--- config.mk ---
export PLATFORM = sky130hd
export DESIGN_NAME = pms_phy_mgmt_status_regs
export DESIGN_NICKNAME = d
export VERILOG_FILES = /design/src/verilog/pms_port_regs.v /design/src/verilog/pms_phy_mgmt_status_regs.v
export VERILOG_INCLUDE_DIRS = /design/src /design/src/verilog
export SDC_FILE = /design/constraint.sdc
export NUM_CORES = 1
export LEC_CHECK = 0
export BUFFER_PORTS_ARGS = -buffer_cell sky130_fd_sc_hd__buf_2
export CELL_PAD_IN_SITES_DETAIL_PLACEMENT = 1
export CELL_PAD_IN_SITES_GLOBAL_PLACEMENT = 2
export CORE_ASPECT_RATIO = 0.5
export CORE_MARGIN = 2
export CORE_UTILIZATION = 25
export DETAILED_ROUTE_END_ITERATION = 7
export MAX_ROUTING_LAYER = met4
export PLACE_DENSITY = 0.79
export SLEW_MARGIN = 10
export SYNTH_ARGS = -nofsm -noshare
export SYNTH_HDL_FRONTEND = slang
export SYNTH_SLANG_ARGS = --single-unit
--- constraint.sdc ---
create_clock -name i_clk -period 1.15 [get_ports i_clk]
set_clock_uncertainty 0.05 [all_clocks]
set_input_delay 0.0575 -clock i_clk [delete_from_list [all_inputs] [get_ports i_clk]]
set_output_delay 0.0575 -clock i_clk [all_outputs]
set_load 0.01 [all_outputs]
--- src/verilog/pms_phy_mgmt_regs.vh ---
// Constants for the per-port PHY management status and negotiation registers
`ifndef PMS_PHY_MGMT_REGS_VH
`define PMS_PHY_MGMT_REGS_VH

// Register numbers on the management interface
`define PMS_REG_BASIC_STATUS   5'h01
`define PMS_REG_IDENT_UPPER    5'h02
`define PMS_REG_IDENT_LOWER    5'h03
`define PMS_REG_NEG_ADVERT     5'h04
`define PMS_REG_PARTNER        5'h05

// PHY addresses of the two copper ports
`define PMS_PHY_ADDR_PORT1     5'h01
`define PMS_PHY_ADDR_PORT2     5'h02

// Identifier words, values are arbitrary
`define PMS_IDENT_UPPER_VAL    16'h5a5a
`define PMS_IDENT_LOWER_VAL    16'h0c3e

// Basic status fixed fields
`define PMS_BS_FOUR_PAIR       1'b0
`define PMS_BS_SPEED_ABILITY   4'hf
`define PMS_BS_RESERVED        4'h0

// Advertisement layout
`define PMS_ADV_PAUSE_BIT      10
`define PMS_ADV_ABIL_HI        8
`define PMS_ADV_ABIL_LO        5
`define PMS_ADV_SELECTOR       5'h01
`define PMS_ADV_BITS_RST       5'h1f

// Port status register bits (first status register of a port)
`define PMS_ST_NEG_DONE        6
`define PMS_ST_LINK            5
`define PMS_ST_PAUSE           4
`define PMS_ST_ABIL_HI         3
`define PMS_ST_WIDTH           7
`define PMS_ST_RST             7'h00

// Mirror reset values
`define PMS_NEG_ABILITY_RST    1'b1
`define PMS_FAR_FAULT_RST      1'b0

`endif

--- src/verilog/pms_port_regs.v ---
// Per-port mirror and advertisement storage for the PHY management registers
`timescale 1ns/1ns
`default_nettype none
`include "pms_phy_mgmt_regs.vh"

module pms_port_regs (
  // Clock and reset
  input  wire        i_clk,
  input  wire        i_rst,
  // Management write of the advertisement register
  input  wire        i_adv_wr,
  input  wire [15:0] i_adv_wdata,
  // Port control side update of the advertised bits
  input  wire        i_ctl_wr,
  input  wire [4:0]  i_ctl_adv,
  // Port status mirrors
  input  wire [6:0]  i_status,
  input  wire        i_far_end_fault,
  input  wire        i_neg_ability,
  // Register images
  output wire [15:0] o_basic_status,
  output wire [15:0] o_adv_reg,
  output wire [15:0] o_partner_reg,
  output reg  [4:0]  o_adv_bits,
  output reg         o_adv_wr
);

  reg [6:0] status_reg;
  reg       far_fault_reg;
  reg       neg_ability_reg;

  ////////////////////////////////////////////////////////////////////////////
  // Mirrored status bits, registered copies
  always @(posedge i_clk or posedge i_rst) begin
    if (i_rst) begin
      status_reg      <= `PMS_ST_RST;
      far_fault_reg   <= `PMS_FAR_FAULT_RST;
      neg_ability_reg <= `PMS_NEG_ABILITY_RST;
    end else begin
      status_reg      <= i_status;
      far_fault_reg   <= i_far_end_fault;
      neg_ability_reg <= i_neg_ability;
    end
  end

  ////////////////////////////////////////////////////////////////////////////
  // Advertised bits; port control update wins a same-cycle collision
  always @(posedge i_clk or posedge i_rst) begin
    if (i_rst) begin
      o_adv_bits <= `PMS_ADV_BITS_RST;
      o_adv_wr   <= 1'b0;
    end else begin
      o_adv_wr <= i_adv_wr & ~i_ctl_wr;
      if (i_ctl_wr) begin
        o_adv_bits <= i_ctl_adv;
      end else if (i_adv_wr) begin
        o_adv_bits <= {i_adv_wdata[`PMS_ADV_PAUSE_BIT],
                       i_adv_wdata[`PMS_ADV_ABIL_HI:`PMS_ADV_ABIL_LO]};
      end
    end
  end

  ////////////////////////////////////////////////////////////////////////////
  // Register images
  assign o_basic_status = {`PMS_BS_FOUR_PAIR,
                           `PMS_BS_SPEED_ABILITY,
                           `PMS_BS_RESERVED, 1'b0,
                           status_reg[`PMS_ST_NEG_DONE],
                           far_fault_reg,
                           neg_ability_reg,
                           status_reg[`PMS_ST_LINK],
                           1'b0, 1'b0};
  assign o_adv_reg      = {5'h00, o_adv_bits[4], 1'b0,
                           o_adv_bits[3:0],
                           `PMS_ADV_SELECTOR};
  assign o_partner_reg  = {5'h00,
                           status_reg[`PMS_ST_PAUSE], 1'b0,
                           status_reg[`PMS_ST_ABIL_HI:0],
                           5'h00};

endmodule // pms_port_regs

`default_nettype wire

--- src/verilog/pms_phy_mgmt_status_regs.v ---
// PHY management status, identifier, advertisement and partner registers
`timescale 1ns/1ns
`default_nettype none
`include "pms_phy_mgmt_regs.vh"

// What this block does
// Basic status bit 15 reads 0: no four-pair ability.
// Basic status bits 14 to 11 always read 1.
// Basic status bits 10..6, 1 and 0 read 0.
// Basic status bit 5 copies port status bit 6, reset 0.
// Basic status bit 4 shows far-end fault, reset 0.
// Basic status bit 3 copies port control bit 7, reset 1.
// Registers 2 and 3 hold fixed upper and lower identifier words.
// Advertisement bit 10 writable, reset 1, kept consistent with port control bit 4.
// Advertisement bits 8..5 writable, reset 1, match port control bits 3..0.
// Partner bit 10 copies port status bit 4, reset 0.
// Partner bits 8..5 copy port status bits 3..0, reset 0.
// Basic status bit 2 is link; advertisement selector reads 00001.
// Unsupported and reserved fields read 0; writes to them are dropped.
// Station uses PHY address 1 for port 1 and 2 for port 2.
// In center-side mode only port 1 answers, at its programmed address.
module pms_phy_mgmt_status_regs #(
  parameter NUM_PORTS = 2
) (
  // Clock and reset
  input  wire                   i_clk,
  input  wire                   i_rst,
  // Register access from the management frame engine
  input  wire                   i_acc_valid,
  input  wire                   i_acc_write,
  input  wire [4:0]             i_acc_phy_addr,
  input  wire [4:0]             i_acc_reg_addr,
  input  wire [15:0]            i_acc_wdata,
  output reg                    o_acc_done,
  output reg                    o_acc_hit,
  output reg  [15:0]            o_acc_rdata,
  // Media converter mode
  input  wire                   i_center_mode,
  input  wire                   i_center_addr_valid,
  input  wire [4:0]             i_center_phy_addr,
  // Port status and control mirrors
  input  wire [7*NUM_PORTS-1:0] i_port_status,
  input  wire [NUM_PORTS-1:0]   i_far_end_fault,
  input  wire [NUM_PORTS-1:0]   i_neg_ability,
  input  wire [NUM_PORTS-1:0]   i_ctl_adv_wr,
  input  wire [5*NUM_PORTS-1:0] i_ctl_adv,
  // Advertised bits towards port control
  output wire [5*NUM_PORTS-1:0] o_adv_bits,
  output wire [NUM_PORTS-1:0]   o_adv_wr
);

  wire [16*NUM_PORTS-1:0] basic_status;
  wire [16*NUM_PORTS-1:0] adv_img;
  wire [16*NUM_PORTS-1:0] partner_img;
  wire [NUM_PORTS-1:0]    port_sel;
  wire                    reg_known;
  wire [NUM_PORTS-1:0]    adv_wr;
  reg  [15:0]             rdata_next;
  integer                 k;

  ////////////////////////////////////////////////////////////////////////////
  // PHY address decode to a one-hot port select
  function [NUM_PORTS-1:0] port_decode;
    input [4:0] phy_addr;
    input       center;
    input       center_valid;
    input [4:0] center_addr;
    integer     n;
    begin
      port_decode = {NUM_PORTS{1'b0}};
      if (center) begin
        if (center_valid && (phy_addr == center_addr)) begin
          port_decode[0] = 1'b1;
        end
      end else begin
        for (n = 0; n < NUM_PORTS; n = n + 1) begin
          if (phy_addr == (`PMS_PHY_ADDR_PORT1 + n[4:0])) begin
            port_decode[n] = 1'b1;
          end
        end
      end
    end
  endfunction

  assign port_sel  = port_decode(i_acc_phy_addr, i_center_mode,
                                 i_center_addr_valid, i_center_phy_addr);
  assign reg_known = (i_acc_reg_addr >= `PMS_REG_BASIC_STATUS) &&
                     (i_acc_reg_addr <= `PMS_REG_PARTNER);
  assign adv_wr    = port_sel & {NUM_PORTS{i_acc_valid && i_acc_write &&
                     (i_acc_reg_addr == `PMS_REG_NEG_ADVERT)}};

  ////////////////////////////////////////////////////////////////////////////
  // One register group per port
  genvar g;
  generate
    for (g = 0; g < NUM_PORTS; g = g + 1) begin : g_port
      pms_port_regs u_port (
        .i_clk           (i_clk),
        .i_rst           (i_rst),
        .i_adv_wr        (adv_wr[g]),
        .i_adv_wdata     (i_acc_wdata),
        .i_ctl_wr        (i_ctl_adv_wr[g]),
        .i_ctl_adv       (i_ctl_adv[5*g+4:5*g]),
        .i_status        (i_port_status[7*g+6:7*g]),
        .i_far_end_fault (i_far_end_fault[g]),
        .i_neg_ability   (i_neg_ability[g]),
        .o_basic_status  (basic_status[16*g+15:16*g]),
        .o_adv_reg       (adv_img[16*g+15:16*g]),
        .o_partner_reg   (partner_img[16*g+15:16*g]),
        .o_adv_bits      (o_adv_bits[5*g+4:5*g]),
        .o_adv_wr        (o_adv_wr[g])
      );
    end
  endgenerate

  ////////////////////////////////////////////////////////////////////////////
  // Read data select; unknown register numbers read 0
  always @* begin
    rdata_next = 16'h0000;
    for (k = 0; k < NUM_PORTS; k = k + 1) begin
      if (port_sel[k]) begin
        if (i_acc_reg_addr == `PMS_REG_BASIC_STATUS) begin
          rdata_next = basic_status[16*k +: 16];
        end else if (i_acc_reg_addr == `PMS_REG_IDENT_UPPER) begin
          rdata_next = `PMS_IDENT_UPPER_VAL;
        end else if (i_acc_reg_addr == `PMS_REG_IDENT_LOWER) begin
          rdata_next = `PMS_IDENT_LOWER_VAL;
        end else if (i_acc_reg_addr == `PMS_REG_NEG_ADVERT) begin
          rdata_next = adv_img[16*k +: 16];
        end else if (i_acc_reg_addr == `PMS_REG_PARTNER) begin
          rdata_next = partner_img[16*k +: 16];
        end
      end
    end
  end

  ////////////////////////////////////////////////////////////////////////////
  // Access answer, one cycle after the request
  always @(posedge i_clk or posedge i_rst) begin
    if (i_rst) begin
      o_acc_done  <= 1'b0;
      o_acc_hit   <= 1'b0;
      o_acc_rdata <= 16'h0000;
    end else begin
      o_acc_done <= i_acc_valid;
      if (i_acc_valid) begin
        o_acc_hit   <= (|port_sel) & reg_known;
        o_acc_rdata <= i_acc_write ? 16'h0000 : rdata_next;
      end
    end
  end

endmodule // pms_phy_mgmt_status_regs

`default_nettype wire

* Word-level counts from Yosys, hierarchy flattened *
Cells that the tools add are included.

cells by class
  $lt $le $gt $ge = 2
  equality and inequality tests = 8
  mux-type cells = 22
  bitwise gates (word level) = 6
  reductions and logical operators = 7

operators with widths
  cell                count
  $mux 16             7
  $mux 15             3
  $mux 11             2
  $mux 5              4
  $eq 5x2->1 const B  3
  $mux 12             1
  $eq 5x1->1 const B  2
  $eq 5x3->1 const B  2
  $eq 5x5->1          1
  $ge 5x1->1 const B  1
  $le 5x3->1 const B  1
  $mux 1              5
  $logic_and 1x1->1   4
  $reduce_bool 2->1   2
  $and 1x1->1         3
  $and 2x2->2         1
  $not 1->1           2
  $reduce_or 2->1     1

storage, ports and cells
  register bits = 48
  bits of input ports = 67
  output and inout bits = 30
  logic and storage cells = 58

* Longest topological paths before layout *
  word-level depth = 14
  gate-level depth with buffers = 7

* By module *
Synthesis repeated with hierarchy kept, for this count alone.

second synthesis, totals
  cell total of the unflattened synthesis = 392
  area total of the unflattened synthesis = 3572.2 µm²

by module, submodules not included
  module                    times used  cells each  area each (µm²)
  pms_phy_mgmt_status_regs  1           238         1935.6
  pms_port_regs             2           77          818.3

* Worst setup path before layout *
Ideal clock, no wire load.

  path kind = input -> register
  from = input port i_acc_phy_addr[3]
  to = register g_port[1].u_port.o_adv_bits[0]
  library setup time = 0.089 ns
  arrival time = 1.675 ns
  data required time = 1.011 ns
  setup slack = -0.663 ns
  stages on the path = 6
  cell sequence = or4_4 or3b_1 buf_6 nor3_4 mux2i_1 o21ai_1

between the ends
  longest elaborated chain between the ends = 5

RTL lines
  element                      RTL line                       source
  start, declared              pms_phy_mgmt_status_regs.v:31  input wire [4:0] i_acc_phy_addr,
  $eq 5x2->1                   pms_phy_mgmt_status_regs.v:77  if (phy_addr == (`PMS_PHY_ADDR_PORT1 + n[4:0])) begin
  $mux 1                       pms_phy_mgmt_status_regs.v:77
  $mux 1                       pms_phy_mgmt_status_regs.v:71  if (center) begin
  $and 2x2->2                  pms_phy_mgmt_status_regs.v:89  assign adv_wr = port_sel & {NUM_PORTS{i_acc_valid && i_acc_write &&
  $reduce_bool 2->1 (no line)  --
  end signal, assigned         pms_port_regs.v:50             o_adv_bits <= `PMS_ADV_BITS_RST;
  end signal, assigned         pms_port_regs.v:55             o_adv_bits <= i_ctl_adv;
  end signal, assigned         pms_port_regs.v:57             o_adv_bits <= {i_adv_wdata[`PMS_ADV_PAUSE_BIT],
  end, declared                pms_port_regs.v:24             output reg [4:0] o_adv_bits,

No other way between the ends.
A chain may end at the register's enable or synchronous reset.

* Final worst setup path *
  from = input port i_acc_phy_addr[3]
  to = register g_port[1].u_port.o_adv_bits[3]

The elaborated chain is that of the path after synthesis.

==> results.json <==
{
  "die_w_um": 136.2,
  "vias_per_cell": 4.669,
  "first_pass_iters": 4,
  "setup_ws_ps": -486.1,
  "timing.final.crit_share_pct": 142.3,
  "avgRoutedWirePerCell_um": 16.92,
  "drive_gt1_share_pct": 47.77,
  "die_h_um": 70.10,
  "rsz0062_at_grt": "yes",
  "yosysSeqAreaShare_pct": 53.38,
  "grt_max_degree": 47,
  "status": "finished, violations left",
  "gp_congestion": 0.7906,
  "cp-end-kind": "register",
  "hold_viol": 0,
  "whs_ps": 11.80,
  "drv_cap": 0,
  "seq_area_mm2": 0.001166,
  "maxSlewViolCount": 0,
  "ios": 97,
  "synth_seq_cells": 46,
  "drcViolationCount": 0,
  "synth_ff_type": "dfrtp_1",
  "avgSynthCellArea_um2": 10.55,
  "place_area_mm2": 0.003013,
  "critPathKind": "in -> reg",
  "vdd_drop_max_uv": 589.2,
  "layout.nets": 424,
  "cp.arrival_ps": 1790,
  "setup_viol": 27,
  "grt_antenna_before_repair": 0,
  "min_period_ps": 1636,
  "overflow": 0,
  "cts_root_buf": "clkbuf_16",
  "num-fill-cells": 991,
  "detailed_place_hpwl_um": 5396,
  "synthCells": 207,
  "violations": "negative setup slack",
  "finalInstanceArea_mm2": 0.003679,
  "grt_pass1_vias": 2471,
  "critPathMaxFanout": 5,
  "clock_latency_ps": 290,
  "drtIter0Drc": 106,
  "powerDensity_mw_per_mm2": 1075,
  "multi_input_area_mm2": 0.001056,
  "synth-edff-count": 0,
  "numCtsBuffers": 5,
  "utilization_pct": 42.83,
  "htreeDepth": 2,
  "cts_tree": "yes",
  "cts_buffer_depth": 2,
  "vias": 2218,
  "fmax_ghz": 0.6112,
  "io_buffers": 84,
  "critPathLaunchType": "primary input",
  "coreArea_mm2": 0.008588,
  "die_area_mm2": 0.009548,
  "synthArstFlopShare_pct": 100.0,
  "worst-endpoint-required_ps": 1310,
  "area_growth_pct": 68.38,
  "antenna_left": 0,
  "n_antenna_cell": 0,
  "wirelength_um": 8039,
  "clk_pin_slew_ps": 60,
  "min_path_type": "in -> reg",
  "yosysWarnings": 0,
  "p_leak_nw": 1.738,
  "rows": 24,
  "synth_cell_type_count": 46,
  "synth_area_mm2": 0.002185,
  "cts_sinks": 46,
  "grt_usage_pct": 17.48,
  "start_util_pct": 25.44,
  "grt_pass1_wl_um": 12610,
  "synth_fp_nets": 274
}
==> per-layer routing <==
| layer | vias up | GRT usage, % | part of all wire (%) |
|---|---|---|---|
| li1 | 1030 | - | - |
| met1 | 1105 | 20.72 | 42 |
| met2 | 61 | 30.32 | 53 |
| met3 | 22 | 3.341 | 3.5 |
| met4 | 0 | 5.208 | 1.6 |
| met5 | - | - | 0 |
==> synth_stat cells, types with 2 or more instances <==
library cell	number	area share [%]
o2bb2ai_1	7	2.8
nand3_1	5	1.1
or3b_1	5	2.0
o22ai_1	2	0.57
nand3b_1	5	1.7
xor2_1	6	2.4
or3b_2	2	0.80
o21ai_1	5	1.1
buf_4	4	1.4
nor4_1	4	1.1
nor3_1	4	0.92
nor2b_1	2	0.57
o21ai_0	6	1.4
o32ai_1	3	1.2
nor2_1	14	2.4
a22oi_1	3	1.0
and3_1	2	0.57
dfrtp_1	34	39
a221o_1	4	1.8
mux2i_1	10	4.6
dfstp_2	12	14
nand2_1	25	4.3
nand2b_1	4	1.1
a21oi_1	2	0.46
a21o_1	3	1.0
o31ai_1	2	0.69
inv_1	7	1.2
clkbuf_1	7	1.2
==> area by class of cell <==
class	instances	area share, %
flip-flops and latches	46	31.70
multi-input cells	140	28.71
inverters	8	0.9184
clock buffers	7	3.878
clock inverters	1	0.2381
repair buffers	156	30.58
well taps	117	3.980
==> metrics by stage <==
stage                     power [mW]  instances  TNS (ps)  setup slack (ps)
after floorplan                1.997        207    -12310            -609.3
after detailed placement       2.295        434    -18450            -820.9
after CTS                      3.903        475    -10000            -481.3
after global placement         2.284        434    -17460            -751.0
after global routing           4.098        475    -11950            -521.3
final                          3.954        475    -10450            -486.1
==> what timing repair did <==
action,4_1_cts,5_1_grt
hold buffers,29,0
setup buffers,4,3
pin swaps,6,14
resized for setup,14,23
hold endpoints to repair,62,0
setup endpoints to repair,29,29
==> cell usage in the layout, fill, tap and decap left out, types with 5 or more instances in the layout <==
cell           count
xor2_1             5
nor2_1            13
buf_2             77
buf_4             35
dfrtp_1           34
o2bb2ai_1          7
nand3b_1           5
buf_6             13
nand2_1           25
clkbuf_16          5
inv_1              6
nand3_2            5
o21ai_1            6
dlygate4sd3_1     29
dfstp_2           12
mux2i_1            9
==> logic make-up after synthesis <==
| kind of cell | after synthesis | share of synthesized area [%] |
|---|---|---|
| AO/OA/AOI/OAI | 42 | 14.03 |
| XOR/XNOR | 6 | 2.405 |
| buffers and inverters | 21 | 4.697 |
| flip-flops | 46 | 53.38 |
| multiplexers | 10 | 4.582 |
| other | 1 | 0.1717 |
| AND/OR/NAND/NOR | 81 | 20.73 |
==> final timing paths <==
kind                                           startpoint                             end  slack [ps]  cells past startpoint
max                                     i_acc_phy_addr[3]  g_port[1].u_port.o_adv_bits[3]        -490                      7
min                                        i_acc_wdata[6]  g_port[1].u_port.o_adv_bits[1]          10                      3
max reg2reg                g_port[0].u_port.status_reg[4]                 o_acc_rdata[10]         -80                      4
min reg2reg                                o_acc_rdata[7]                  o_acc_rdata[7]         450                      1
max in group asynchronous                           i_rst  g_port[0].u_port.o_adv_bits[3]         440                      4
min in group asynchronous                           i_rst       g_port[0].u_port.o_adv_wr         340                      4
==> worst max-delay path, cell delays in order <==
cell,delay (ps)
buf_6,90
or4_4,560
or3b_4,410
nor3_4,210
buf_12,160
mux2i_2,220
o21ai_1,90
==> power breakdown <==
part / switching [mW] / internal [mW]
Clock: 0.646 / 0.876
Sequential: 0.0465 / 1.71
Combinational: 0.322 / 0.349
Total: 1.01 / 2.94
No activity file was read; power rests on OpenSTA's default activity.
